<file path="src/rtl/erf_regs.svh">
`ifndef ERF_REGS_SVH
`define ERF_REGS_SVH

// register byte offsets
`define ERF_OFS_CTRL       8'h00
`define ERF_OFS_RXFC       8'h04
`define ERF_OFS_PTV        8'h08
`define ERF_OFS_WMARK      8'h0C
`define ERF_OFS_STAT       8'h10
`define ERF_OFS_STA_LO     8'h14
`define ERF_OFS_STA_HI     8'h18

// controller_control_one fields
`define ERF_CTRL_BUFDEC    0
`define ERF_CTRL_MANUAL_FLOW_CTL_EN     4
`define ERF_CTRL_AUTO_FLOW_CTL_EN    7
`define ERF_CTRL_RECEIVE_ENABLE      8
`define ERF_CTRL_SPD100    9
`define ERF_CTRL_ON        15

// receive_filter_config fields
`define ERF_RXFC_BCAST     0
`define ERF_RXFC_MCAST     1
`define ERF_RXFC_NOTME     2
`define ERF_RXFC_UCAST     3
`define ERF_RXFC_RUNTREJ   4
`define ERF_RXFC_RUNTCOL   5
`define ERF_RXFC_CRCOK     6
`define ERF_RXFC_CRCERR    7
`define ERF_RXFC_HASH      8
`define ERF_RXFC_MAGIC     9

// watermark and status fields
`define ERF_WM_FULL_LSB    0
`define ERF_WM_EMPTY_LSB   8
`define ERF_STAT_FLOW      0
`define ERF_STAT_PBUSY     1
`define ERF_STAT_CNT_LSB   16

// packet and address figures
`define ERF_RUNT_BYTES     64
`define ERF_GROUP_BIT      40
`define ERF_BCAST_ADDR     48'hFFFF_FFFF_FFFF
`define ERF_PTV_ZERO       16'h0000

// pause timing: period = 128 * timer / 2 transmit clocks
`define ERF_PAUSE_MULT     128
`define ERF_PAUSE_DIV      2
`define ERF_TXCLK_10M_KHZ  2500
`define ERF_TXCLK_100M_KHZ 25000
`define ERF_SYSCLK_KHZ     40000

`endif

</file>
<file path="src/rtl/erf_pkg.sv">
package erf_pkg;

  typedef enum logic [1:0] {
    ERF_PS_IDLE = 2'b00,
    ERF_PS_SEND = 2'b01,
    ERF_PS_WAIT = 2'b10
  } erf_pause_st_t;

  typedef struct packed {
    logic [31:0]   rdata;
    logic          on;
    logic          rx_en;
    logic          auto_fc;
    logic          man_fc;
    logic          spd100;
    logic [9:0]    rxfc;
    logic [15:0]   pause_timer_value;
    logic [7:0]    wm_full;
    logic [7:0]    wm_empty;
    logic [47:0]   sta;
    logic [7:0]    buf_cnt;
    logic          auto_active;
    logic          flow_sent;
    erf_pause_st_t pst;
    logic [15:0]   pause_val;
    logic [21:0]   period_cnt;
    logic [16:0]   tick_acc;
  } erf_state_t;

endpackage

</file>
<file path="src/rtl/erf_top.sv">
// Contract
// - auto flow control turns on at full watermark, off at empty watermark
// - manual flow sends pause with timer value, repeats every 128*timer/2 tx clocks
// - clearing manual flow sends one pause frame with zero timer value
// - tx clock for pause timing is 2.5 MHz at 10 Mbps, 25 MHz at 100 Mbps
// - decrement bit reads zero; writing one lowers buffer count, zero does nothing
// - simultaneous increment and decrement leave buffer count unchanged
// - bad-crc collection accepts only packets with invalid crc
// - good-crc filtering accepts only packets with valid crc
// - short collection accepts only packets under 64 bytes, valid crc if required
// - short rejection discards packets under 64 bytes
// - unicast filter accepts unicast addressed to the station address
// - other-unicast filter accepts unicast not addressed to the station address
// - multicast filter accepts every multicast destination except broadcast
// - broadcast filter accepts every broadcast destination
// - hash match counts regardless of hash filter enable
// - magic match counts regardless of magic filter enable
//
// Implementation choices: the address-and-strobe port and the address map.
`timescale 1ns/10ps
`include "erf_regs.svh"
module erf_top #(
  parameter int FIFO_DEPTH = 16,
  parameter int FIFO_WIDTH = 32
) (
  input  wire logic        i_sys_clk,          // system clock, 40 MHz
  input  wire logic        i_sys_rst,          // sync reset, active high
  input  wire logic [7:0]  i_addr,             // register byte address
  input  wire logic [31:0] i_wdata,            // register write data
  input  wire logic        i_wr,               // write strobe
  input  wire logic        i_rd,               // read strobe
  output logic [31:0]      o_rdata,            // read data, cycle after strobe
  input  wire logic        i_rx_buf_inc,       // receive logic adds a buffer
  output logic [7:0]       o_rx_buffer_count,  // received buffer count
  output logic             o_flow_active,      // flow control announced on
  output logic             o_pause_valid,      // pause frame request
  input  wire logic        i_pause_ready,      // transmitter takes pause frame
  output logic [15:0]      o_pause_timer,      // pause timer value of frame
  input  wire logic        i_pkt_valid,        // packet verdict request
  output logic             o_pkt_ready,        // filter can take a packet
  input  wire logic        i_pkt_crc_ok,       // packet crc valid
  input  wire logic [15:0] i_pkt_len,          // packet length in bytes
  input  wire logic [47:0] i_pkt_dest,         // destination address
  input  wire logic        i_hash_match,       // hash table filter hit
  input  wire logic        i_magic_match,      // magic packet filter hit
  output logic             o_acc_valid,        // accepted packet descriptor valid
  input  wire logic        i_acc_ready,        // descriptor consumer ready
  output logic [31:0]      o_acc_data,         // accepted packet descriptor
  output logic             o_module_on,        // controller on
  output logic             o_receive_enable,   // receive enable
  output logic             o_hash_filter_en,   // hash filter enable
  output logic             o_magic_filter_en   // magic filter enable
);

  erf_pkg::erf_state_t s;
  erf_pkg::erf_state_t n;

  logic        wr_ctrl;
  logic        dec_req;
  logic        flow_on;
  logic [17:0] acc_sum;
  logic        tx_tick;
  logic [21:0] period_load;
  logic        is_group;
  logic        is_bcast;
  logic        is_me;
  logic        is_runt;
  logic        hit_uc;
  logic        hit_notme;
  logic        hit_mc;
  logic        hit_bc;
  logic        any_hit;
  logic        mand_ok;
  logic        accept;
  logic        take;
  logic        push;
  logic        fifo_in_ready;
  logic [31:0] push_data;

  // register-write decode for the decrement strobe
  assign wr_ctrl = i_wr && (i_addr == `ERF_OFS_CTRL);
  assign dec_req = wr_ctrl && i_wdata[`ERF_CTRL_BUFDEC];

  // flow request is manual or watermark driven
  assign flow_on = s.man_fc || s.auto_active;

  // tx clock rate from link speed, fractional accumulator
  assign acc_sum = {1'b0, s.tick_acc} + (s.spd100 ? 18'(`ERF_TXCLK_100M_KHZ)
                                                  : 18'(`ERF_TXCLK_10M_KHZ));
  assign tx_tick = (acc_sum >= 18'(`ERF_SYSCLK_KHZ));
  assign period_load = (s.pause_timer_value == `ERF_PTV_ZERO) ? 22'h000001
                     : 22'(s.pause_timer_value) * 22'(`ERF_PAUSE_MULT / `ERF_PAUSE_DIV);

  // address classification
  assign is_group  = i_pkt_dest[`ERF_GROUP_BIT];
  assign is_bcast  = (i_pkt_dest == `ERF_BCAST_ADDR);
  assign is_me     = (i_pkt_dest == s.sta);
  assign is_runt   = (i_pkt_len < 16'(`ERF_RUNT_BYTES));
  assign hit_uc    = s.rxfc[`ERF_RXFC_UCAST] && !is_group && is_me;
  assign hit_notme = s.rxfc[`ERF_RXFC_NOTME] && !is_group && !is_me;
  assign hit_mc    = s.rxfc[`ERF_RXFC_MCAST] && is_group && !is_bcast;
  assign hit_bc    = s.rxfc[`ERF_RXFC_BCAST] && is_bcast;
  // hash and magic matches count without their enables
  assign any_hit   = hit_uc || hit_notme || hit_mc || hit_bc || i_hash_match || i_magic_match;

  // mandatory checks: crc and length filters
  assign mand_ok = !(s.rxfc[`ERF_RXFC_CRCERR] && i_pkt_crc_ok)
                && !(s.rxfc[`ERF_RXFC_CRCOK] && !i_pkt_crc_ok)
                && !(s.rxfc[`ERF_RXFC_RUNTCOL] && !is_runt)
                && !(s.rxfc[`ERF_RXFC_RUNTREJ] && is_runt);
  assign accept  = mand_ok && any_hit;

  // verdict handshake, stalled by the descriptor fifo
  assign o_pkt_ready = s.on && s.rx_en && fifo_in_ready;
  assign take        = i_pkt_valid && o_pkt_ready;
  assign push        = take && accept;
  assign push_data   = {8'h00, i_magic_match, i_hash_match, hit_bc, hit_mc, hit_notme, hit_uc,
                        is_runt, i_pkt_crc_ok, i_pkt_len};

  // next-state logic: registers, buffer count, flow control, pause frames
  always_comb begin
    n = s;
    n.rdata = '0;
    // register writes
    if (i_wr) begin
      case (i_addr)
        `ERF_OFS_CTRL: begin
          n.on      = i_wdata[`ERF_CTRL_ON];
          n.rx_en   = i_wdata[`ERF_CTRL_RECEIVE_ENABLE];
          n.auto_fc = i_wdata[`ERF_CTRL_AUTO_FLOW_CTL_EN];
          n.man_fc  = i_wdata[`ERF_CTRL_MANUAL_FLOW_CTL_EN];
          n.spd100  = i_wdata[`ERF_CTRL_SPD100];
        end
        `ERF_OFS_RXFC:   n.rxfc = i_wdata[9:0];
        `ERF_OFS_PTV:    n.pause_timer_value = i_wdata[15:0];
        `ERF_OFS_WMARK: begin
          n.wm_full  = i_wdata[`ERF_WM_FULL_LSB +: 8];
          n.wm_empty = i_wdata[`ERF_WM_EMPTY_LSB +: 8];
        end
        `ERF_OFS_STA_LO: n.sta[31:0] = i_wdata;
        `ERF_OFS_STA_HI: n.sta[47:32] = i_wdata[15:0];
        default: ;
      endcase
    end
    // register reads, data in the following cycle
    if (i_rd) begin
      case (i_addr)
        `ERF_OFS_CTRL: begin
          n.rdata[`ERF_CTRL_ON]     = s.on;
          n.rdata[`ERF_CTRL_RECEIVE_ENABLE]   = s.rx_en;
          n.rdata[`ERF_CTRL_AUTO_FLOW_CTL_EN] = s.auto_fc;
          n.rdata[`ERF_CTRL_MANUAL_FLOW_CTL_EN]  = s.man_fc;
          n.rdata[`ERF_CTRL_SPD100] = s.spd100;
        end
        `ERF_OFS_RXFC:   n.rdata[9:0] = s.rxfc;
        `ERF_OFS_PTV:    n.rdata[15:0] = s.pause_timer_value;
        `ERF_OFS_WMARK: begin
          n.rdata[`ERF_WM_FULL_LSB +: 8]  = s.wm_full;
          n.rdata[`ERF_WM_EMPTY_LSB +: 8] = s.wm_empty;
        end
        `ERF_OFS_STAT: begin
          n.rdata[`ERF_STAT_FLOW]       = s.flow_sent;
          n.rdata[`ERF_STAT_PBUSY]      = (s.pst == erf_pkg::ERF_PS_SEND);
          n.rdata[`ERF_STAT_CNT_LSB +: 8] = s.buf_cnt;
        end
        `ERF_OFS_STA_LO: n.rdata = s.sta[31:0];
        `ERF_OFS_STA_HI: n.rdata[15:0] = s.sta[47:32];
        default: ;
      endcase
    end
    // buffer count, both at once cancel
    case ({i_rx_buf_inc, dec_req})
      2'b10:   n.buf_cnt = (s.buf_cnt == 8'hFF) ? s.buf_cnt : s.buf_cnt + 8'h01;
      2'b01:   n.buf_cnt = (s.buf_cnt == 8'h00) ? s.buf_cnt : s.buf_cnt - 8'h01;
      default: n.buf_cnt = s.buf_cnt;
    endcase
    // watermark flow control
    if (!s.auto_fc) begin
      n.auto_active = 1'b0;
    end else if (s.buf_cnt >= s.wm_full) begin
      n.auto_active = 1'b1;
    end else if (s.buf_cnt <= s.wm_empty) begin
      n.auto_active = 1'b0;
    end
    // tx clock tick accumulator
    n.tick_acc = tx_tick ? 17'(acc_sum - 18'(`ERF_SYSCLK_KHZ)) : acc_sum[16:0];
    // pause frame sequencer
    case (s.pst)
      erf_pkg::ERF_PS_IDLE: begin
        if (flow_on != s.flow_sent) begin
          n.flow_sent = flow_on;
          n.pause_val = flow_on ? s.pause_timer_value : `ERF_PTV_ZERO;
          n.pst       = erf_pkg::ERF_PS_SEND;
        end
      end
      erf_pkg::ERF_PS_SEND: begin
        if (i_pause_ready) begin
          if (s.flow_sent) begin
            n.period_cnt = period_load;
            n.pst        = erf_pkg::ERF_PS_WAIT;
          end else begin
            n.pst = erf_pkg::ERF_PS_IDLE;
          end
        end
      end
      erf_pkg::ERF_PS_WAIT: begin
        if (!flow_on) begin
          n.pst = erf_pkg::ERF_PS_IDLE;
        end else if (tx_tick) begin
          if (s.period_cnt <= 22'h000001) begin
            n.pause_val = s.pause_timer_value;
            n.pst       = erf_pkg::ERF_PS_SEND;
          end else begin
            n.period_cnt = s.period_cnt - 22'h000001;
          end
        end
      end
      default: n.pst = erf_pkg::ERF_PS_IDLE;
    endcase
  end

  // state register, all fields clear at reset
  always_ff @(posedge i_sys_clk) begin
    if (i_sys_rst) begin
      s <= '0;
    end else begin
      s <= n;
    end
  end

  // accepted packet descriptors
  erf_fifo #(
    .WIDTH (FIFO_WIDTH),
    .DEPTH (FIFO_DEPTH)
  ) u_acc_fifo (
    .i_sys_clk   (i_sys_clk),
    .i_sys_rst   (i_sys_rst),
    .i_in_valid  (push),
    .o_in_ready  (fifo_in_ready),
    .i_in_data   (FIFO_WIDTH'(push_data)),
    .o_out_valid (o_acc_valid),
    .i_out_ready (i_acc_ready),
    .o_out_data  (o_acc_data)
  );

  // outputs from the state register
  assign o_rdata           = s.rdata;
  assign o_rx_buffer_count = s.buf_cnt;
  assign o_flow_active     = s.flow_sent;
  assign o_pause_valid     = (s.pst == erf_pkg::ERF_PS_SEND);
  assign o_pause_timer     = s.pause_val;
  assign o_module_on       = s.on;
  assign o_receive_enable  = s.rx_en;
  assign o_hash_filter_en  = s.rxfc[`ERF_RXFC_HASH];
  assign o_magic_filter_en = s.rxfc[`ERF_RXFC_MAGIC];
endmodule

</file>
<file path="src/rtl/erf_fifo.sv">
`timescale 1ns/10ps
module erf_fifo #(
  parameter int WIDTH = 32,
  parameter int DEPTH = 16
) (
  input  wire logic             i_sys_clk,  // system clock
  input  wire logic             i_sys_rst,  // sync reset, active high
  input  wire logic             i_in_valid, // write side valid
  output logic                  o_in_ready, // write side ready
  input  wire logic [WIDTH-1:0] i_in_data,  // write data
  output logic                  o_out_valid, // read side valid
  input  wire logic             i_out_ready, // read side ready
  output logic [WIDTH-1:0]      o_out_data  // read data
);
  localparam int AW = (DEPTH > 1) ? $clog2(DEPTH) : 1;

  typedef struct packed {
    logic [DEPTH-1:0][WIDTH-1:0] mem;
    logic [AW-1:0]               wr_ptr;
    logic [AW-1:0]               rd_ptr;
    logic [AW:0]                 count;
  } erf_fifo_st_t;

  erf_fifo_st_t fifo_reg;
  erf_fifo_st_t fifo_next;
  logic         push;
  logic         pop;

  // honest full and empty flags
  assign o_in_ready  = (fifo_reg.count != (AW+1)'(DEPTH));
  assign o_out_valid = (fifo_reg.count != '0);
  assign o_out_data  = fifo_reg.mem[fifo_reg.rd_ptr];
  assign push        = i_in_valid && o_in_ready;
  assign pop         = o_out_valid && i_out_ready;

  // pointer and storage update
  always_comb begin
    fifo_next = fifo_reg;
    if (push) begin
      fifo_next.mem[fifo_reg.wr_ptr] = i_in_data;
      fifo_next.wr_ptr = (fifo_reg.wr_ptr == AW'(DEPTH-1)) ? '0 : fifo_reg.wr_ptr + 1'b1;
    end
    if (pop) begin
      fifo_next.rd_ptr = (fifo_reg.rd_ptr == AW'(DEPTH-1)) ? '0 : fifo_reg.rd_ptr + 1'b1;
    end
    case ({push, pop})
      2'b10:   fifo_next.count = fifo_reg.count + 1'b1;
      2'b01:   fifo_next.count = fifo_reg.count - 1'b1;
      default: fifo_next.count = fifo_reg.count;
    endcase
  end

  // state register
  always_ff @(posedge i_sys_clk) begin
    if (i_sys_rst) begin
      fifo_reg <= '0;
    end else begin
      fifo_reg <= fifo_next;
    end
  end

endmodule

</file>
<file path="config.mk">
export PLATFORM = sky130hd
export DESIGN_NAME = erf_top
export DESIGN_NICKNAME = d
export VERILOG_FILES = /design/src/rtl/erf_pkg.sv /design/src/rtl/erf_top.sv /design/src/rtl/erf_fifo.sv
export VERILOG_INCLUDE_DIRS = /design/src /design/src/rtl
export SDC_FILE = /design/constraint.sdc
export NUM_CORES = 1
export LEC_CHECK = 0
export BUFFER_PORTS_ARGS = -buffer_cell sky130_fd_sc_hd__buf_2
export CORE_UTILIZATION = 65
export CTS_BUF_LIST = sky130_fd_sc_hd__clkbuf_4 sky130_fd_sc_hd__clkbuf_8
export CTS_CLUSTER_SIZE = 8
export DETAILED_ROUTE_END_ITERATION = 10
export PLACE_DENSITY = 0.84
export SLEW_MARGIN = 20
export SYNTH_ARGS = -nofsm -noshare
export SYNTH_HDL_FRONTEND = slang
export SYNTH_HIERARCHICAL = 1
export SYNTH_SLANG_ARGS = --single-unit
export TNS_END_PERCENT = 10
</file>
<file path="constraint.sdc">
create_clock -name i_sys_clk -period 7.9 [get_ports i_sys_clk]
set_input_delay 2.37 -clock i_sys_clk [delete_from_list [all_inputs] [get_ports i_sys_clk]]
set_output_delay 2.37 -clock i_sys_clk [all_outputs]
set_load 0.01 [all_outputs]
</file>
======== Yosys cells after proc, flatten, opt, wreduce, memory -nomap -nowiden ========
Index checks and enable logic that the tools add are counted.
storage, ports and cells
  bits in registers ....................... 719
  bits of input ports ..................... 115
cells by class
  add/subtract/negate cells ............... 9
  $lt $le $gt $ge ......................... 8
  eq/ne operators ......................... 30
  muxes and demuxes ....................... 38
  bitwise logic cells ..................... 3
  reductions and logical operators ........ 63
operators with widths
  cell                                                                                    count
  512-bit bitwise mux                                                                     1
  32-bit binary-select mux with 4-bit select                                              1
  32-bit demux with 4-bit select                                                          1
  22-bit two-way mux                                                                      4
  32-bit two-way mux                                                                      2
  48-bit equality test                                                                    1
  48-bit equality test (second input constant)                                            1
  22-bit case mux with 2 select lines                                                     1
  40-bit two-way mux                                                                      1
  38-bit two-way mux                                                                      1
  18-bit two-way mux                                                                      2
  16-bit case mux with 2 select lines                                                     1
  8-bit case mux with 2 select lines                                                      2
  8-bit by 5-bit equality test with 1-bit output (second input constant)                  3
  1-bit logical AND                                                                       24
  22-bit by 1-bit <= comparator with 1-bit output (second input constant)                 1
  22-bit by 1-bit subtractor with 22-bit output (second input constant)                   1
  2-bit case mux with 5 select lines                                                      2
  5-bit case mux with 4 select lines                                                      1
  17-bit by 15-bit adder with 18-bit output                                               1
  18-bit by 16-bit greater-or-equal comparator with 1-bit output (second input constant)  1
  3-bit case mux with 6 select lines                                                      1
  17-bit two-way mux                                                                      1
  17-bit by 16-bit subtractor with 17-bit output (second input constant)                  1
  47 further kinds                                                                        95

======== Longest topological paths before layout ========
  word-level depth ........................ 13
  depth in mapped cells ................... 18
  mapped depth without buffers ............ 17

======== Modules after synthesis ========
The synthesis kept the hierarchy.
by module, submodules not included
  module    times used  cells each  area each (µm²)  sequential area each (µm²)
  erf_fifo  1           2065        23017.1          10510.1
  erf_top   1           1252        10152.2          3843.7

======== Least setup slack after synthesis ========
OpenSTA, ideal clock, no wires.
  kind .................................... input -> register
  start ................................... input port i_pkt_len[11]
  end ..................................... register u_acc_fifo/fifo_reg[4] (netlist name)
  setup time .............................. 0.121 ns
  arrival time ............................ 5.978 ns
  data required time ...................... 7.779 ns
  setup slack ............................. 1.801 ns
  stages on the path ...................... 13
  path buffers ............................ 0
  cell sequence ........................... or4_1 -> nor4_1 -> mux2i_1 -> nand4_1 -> a21oi_1 -> a21boi_1 -> inv_1 -> ha_1 -> ha_1 -> nand2b_1 -> a21oi_1 -> mux2i_1 -> mux2_2
between the ends
  word-level cells in the longest chain between the ends .. 11
RTL lines
  what                                                                                          RTL line        text
  start, declared                                                                               erf_top.sv:42   input wire logic [15:0] i_pkt_len,
  16-bit by 7-bit less-than comparator with 1-bit output *                                      erf_top.sv:98   assign is_runt = (i_pkt_len < 16'(`ERF_RUNT_BYTES));
  net is_runt                                                                                   erf_top.sv:67   logic is_runt;
  1-bit logical NOT                                                                             erf_top.sv:109  && !(s.rxfc[`ERF_RXFC_RUNTCOL] && !is_runt)
  1-bit logical AND                                                                             erf_top.sv:109
  1-bit logical NOT                                                                             erf_top.sv:109
  1-bit logical AND                                                                             erf_top.sv:107  assign mand_ok = !(s.rxfc[`ERF_RXFC_CRCERR] && i_pkt_crc_ok)
  1-bit logical AND *                                                                           erf_top.sv:107
  1-bit logical AND *                                                                           erf_top.sv:111  assign accept = mand_ok && any_hit;
  1-bit logical AND *                                                                           erf_top.sv:116  assign push = take && accept;
  net push                                                                                      erf_top.sv:76   logic push;
  1-bit logical AND *                                                                           erf_fifo.sv:33  assign push = i_in_valid && o_in_ready;
  2-bit by 1-bit equality test with 1-bit output / 2-bit equality test (equally long branches)  erf_fifo.sv:46  case ({push, pop})
  5-bit case mux with 2 select lines / 2-bit nonzero test (equally long branches)               --
  end signal, assigned                                                                          erf_fifo.sv:58  fifo_reg <= fifo_next;
  end, declared                                                                                 erf_fifo.sv:24  erf_fifo_st_t fifo_reg;
The timed path passes the listed nets; every way through them passes the cells marked *.
A chain may end at the register's enable or synchronous reset.

======== Final worst setup path ========
Ends and elaborated chain as after synthesis.

==> qor.txt <==
Seq pwr share - 0.512
# setup viols final - 0
DR WL/cell - 21.68 µm
Worst vdd ir - 0.1548 mV
CP required - 8.49 ns
Mapped cell area - 33170 µm²
Via density - 6.182
Clock power frac - 0.448
Number of synthesized register bits - 717
Die W - 227.9 µm
Setup Skew - 0.02084 ns
Dpl hpwl - 57510 µm
Hold Path Class - reg -> reg
Period utilization - 0.7499
Post-cts sizing count - 0
Vias in the first global route - 26500
Largest register FFs - 525
Post-synth cell types - 81
Share of the yosys chip area belonging to registers - 0.4327
Largest net degree at the start of global routing - 259
Final #Nets - 3599
Initial antenna violation count - 3
Sw Share - 0.2317
Htree depth - 3
Tot GR Track Use - 0.3450
Post-synthesis cell count - 3317
Reg clk slew, reported paths - 0.06 ns
Worst-path fanout max - 17
Worst-Margin Slew - 1.217 ns
Via count - 25900
First-pass GRT wire length - 143200 µm
Die Y - 227.9 µm
I/O Buffers - 210
Net Switching - 1.647 mW
DR iter-0 viols - 2579
Number of synthesized flops with an enable pin - 0
Asr flop ratio synth - 0
Core Area - 50270 µm²
Die ar. - 51940 µm²
PD cells - 195.5 nW/µm²
Yosys Warn Count - 6
First drt pass iteration count - 7
Worst Setup Start Kind - input pin
WS Path Type - in -> reg
CTS Buffer Depth - 3
Fin. max-slew vios - 0
Fillers - 3507
Root buffer cell - clkbuf_8
Run status - complete, no violations
Overflow after GRT - 0
N_diodes - 0
DRC - 0
Peak Freq - 168.8 MHz
Maxcap violations - 0
Pre-CTS WS - 1.315 ns
Synth Area in Compound Gates - 0.08714
Final Critical Period - 5.925 ns
Mux cell area share after synthesis - 0.2482
Hold Fails Final Rpt - 0
CTS hold repair buffers - 0
Combinational fraction of design power - 0.039
Rel. slew slack - 0.1888
Setup crit end kind - register
Largest family of logic cells by synthesized area - multiplexers
Initial core utilization - 0.6598
Post-Synth Adder-Cell Area - 0.01841
Final Worst Setup Slack - 1.975 ns
Ranking of synthesized cells by area - dfxtp_1 43%, mux2i_1 16%, mux4_2 8.7%
CTS Buf Count - 113
Final hold slack - 0.4817 ns
Simple-Gate Fraction of Synth Area - 0.1345
Total Power - 7.106 mW
Post-CTS Setup Bufs - 0
Share of layout cells above drive strength 1 - 0.1802
TNS Setup - 0 ns
WP data arrival - 6.52 ns
Synth-to-layout area growth - 9.596%
Final WL - 90830 µm
Num rows - 82
GPL Wtd Cong - 1.075
Post-synth top area share - 0.4327
Top Ports - 211
Clock Sinks - 717
Area leader, netlist - dfxtp_1
Synth Area per Inst - 10.00 µm²
Static leakage - 12.70 nW
RSZ-0062 raised after global routing - no
Top_reg_cell synth - dfxtp_1
XOR/XNOR Fraction of Synth Area - 0.02086
Int Power - 5.459 mW
CTS tree - done
Clk Latency, worst-skew pair - 0.71 ns
R2r setup slk - 3.40 ns
Antenna violation net count after detailed routing - 0
==> layer usage <==
metal / global-route usage / routed length (µm) / vias to the layer above
met3: 0.05975 / 7249 / 312
met1: 0.4230 / 35060 / 12510
met5: 0 / 27 / -
met2: 0.5746 / 43570 / 1269
li1: - / - / 11810
met4: 0.1967 / 4919 / 4
==> through the flow <==
stage	area, µm²	cells	utilization
global placement	34030	3993	0.6769
floorplan	33380	3372	-
global route	36350	4190	0.7231
finish	36350	4190	0.7231
detailed placement	34060	3994	0.6775
CTS	36350	4190	0.7231
==> cells in the mapped netlist (all sizes together), types with 13 or more instances <==
cell type,number
inv,36
ha,44
a32o,17
a22oi,92
dfxtp,717
and2,15
nand4,32
nor4,26
a211oi,22
nor2b,16
nand3,32
o21ai,22
nand2,252
mux2i,530
xnor2,66
clkbuf,144
a31oi,16
xor2,13
buf,170
nor2,605
a21oi,161
mux4,128
nor3,27
==> final timing paths <==
path,depth (start not counted),start,end
setup / recovery,14,i_pkt_len[11],u_acc_fifo/fifo_reg[4]$_SDFFE_PP0P_
hold / removal,2,s[126]$_SDFFE_PP0P_,s[126]$_SDFFE_PP0P_
setup reg to reg,16,s[92]$_SDFFE_PP0P_,u_acc_fifo/fifo_reg[4]$_SDFFE_PP0P_
hold reg to reg,2,s[126]$_SDFFE_PP0P_,s[126]$_SDFFE_PP0P_
==> final cells by class <==
type | count | area (µm²) | area share
multi-input cells | 2305 | 17180 | 0.4727
flip-flops and latches | 717 | 14360 | 0.3951
clock buffers | 181 | 2197 | 0.06044
repair buffers | 264 | 1536 | 0.04227
well taps | 672 | 840.8 | 0.02313
inverters | 36 | 135.1 | 0.003717
clock inverters | 15 | 97.59 | 0.002685
==> worst max-delay path, stage by stage <==
cell,delay [ns]
buf_2,0.20
or4_1,0.61
nor4_2,0.55
mux2i_1,0.28
nand4_1,0.12
a21oi_1,0.33
a21boi_1,0.50
inv_1,0.09
ha_1,0.29
ha_1,0.35
nand2b_1,0.07
a21oi_1,0.17
mux2i_1,0.22
mux2_2,0.34
==> cell families (layout without fill, tap and decap cells) <==
group,Yosys count,in the layout
adder cells (fa/ha/maj),47,47
AND/OR/NAND/NOR,1057,1057
XOR/XNOR,79,79
flip-flops,717,717
other,1,56
AO/OA/AOI/OAI,404,404
multiplexers,662,662
buffers and inverters,350,496
==> power by group through the flow <==
stage | Combinational (mW) | Clock [mW] | Sequential (mW)
after floorplan | 0.182 | 0 | 3.71
after global placement | 0.262 | 0 | 3.72
after detailed placement | 0.270 | 0 | 3.72
after CTS | 0.272 | 3.22 | 3.64
after global routing | 0.303 | 3.40 | 3.64
final | 0.280 | 3.19 | 3.64
==> cells in the final DEF, fill, tap and decap left out, drive strengths merged, types with 10 or more instances in the layout <==
cell type and n:
dfxtp 717, inv 36, nand2b 12, xor2 13, a32o 17, nand2 252
clkinv 12, or3 10, nor2 605, a211oi 22, o21ai 22, nand3 32
and2 15, ha 44, a21oi 161, a31oi 16, nor4 26, and3 12
mux4 128, a22oi 92, nand4 32, buf 264, xnor2 66, mux2i 530
clkbuf 181, nor3 27, nor2b 16, conb 56
Power figures use the tool's default switching activity.
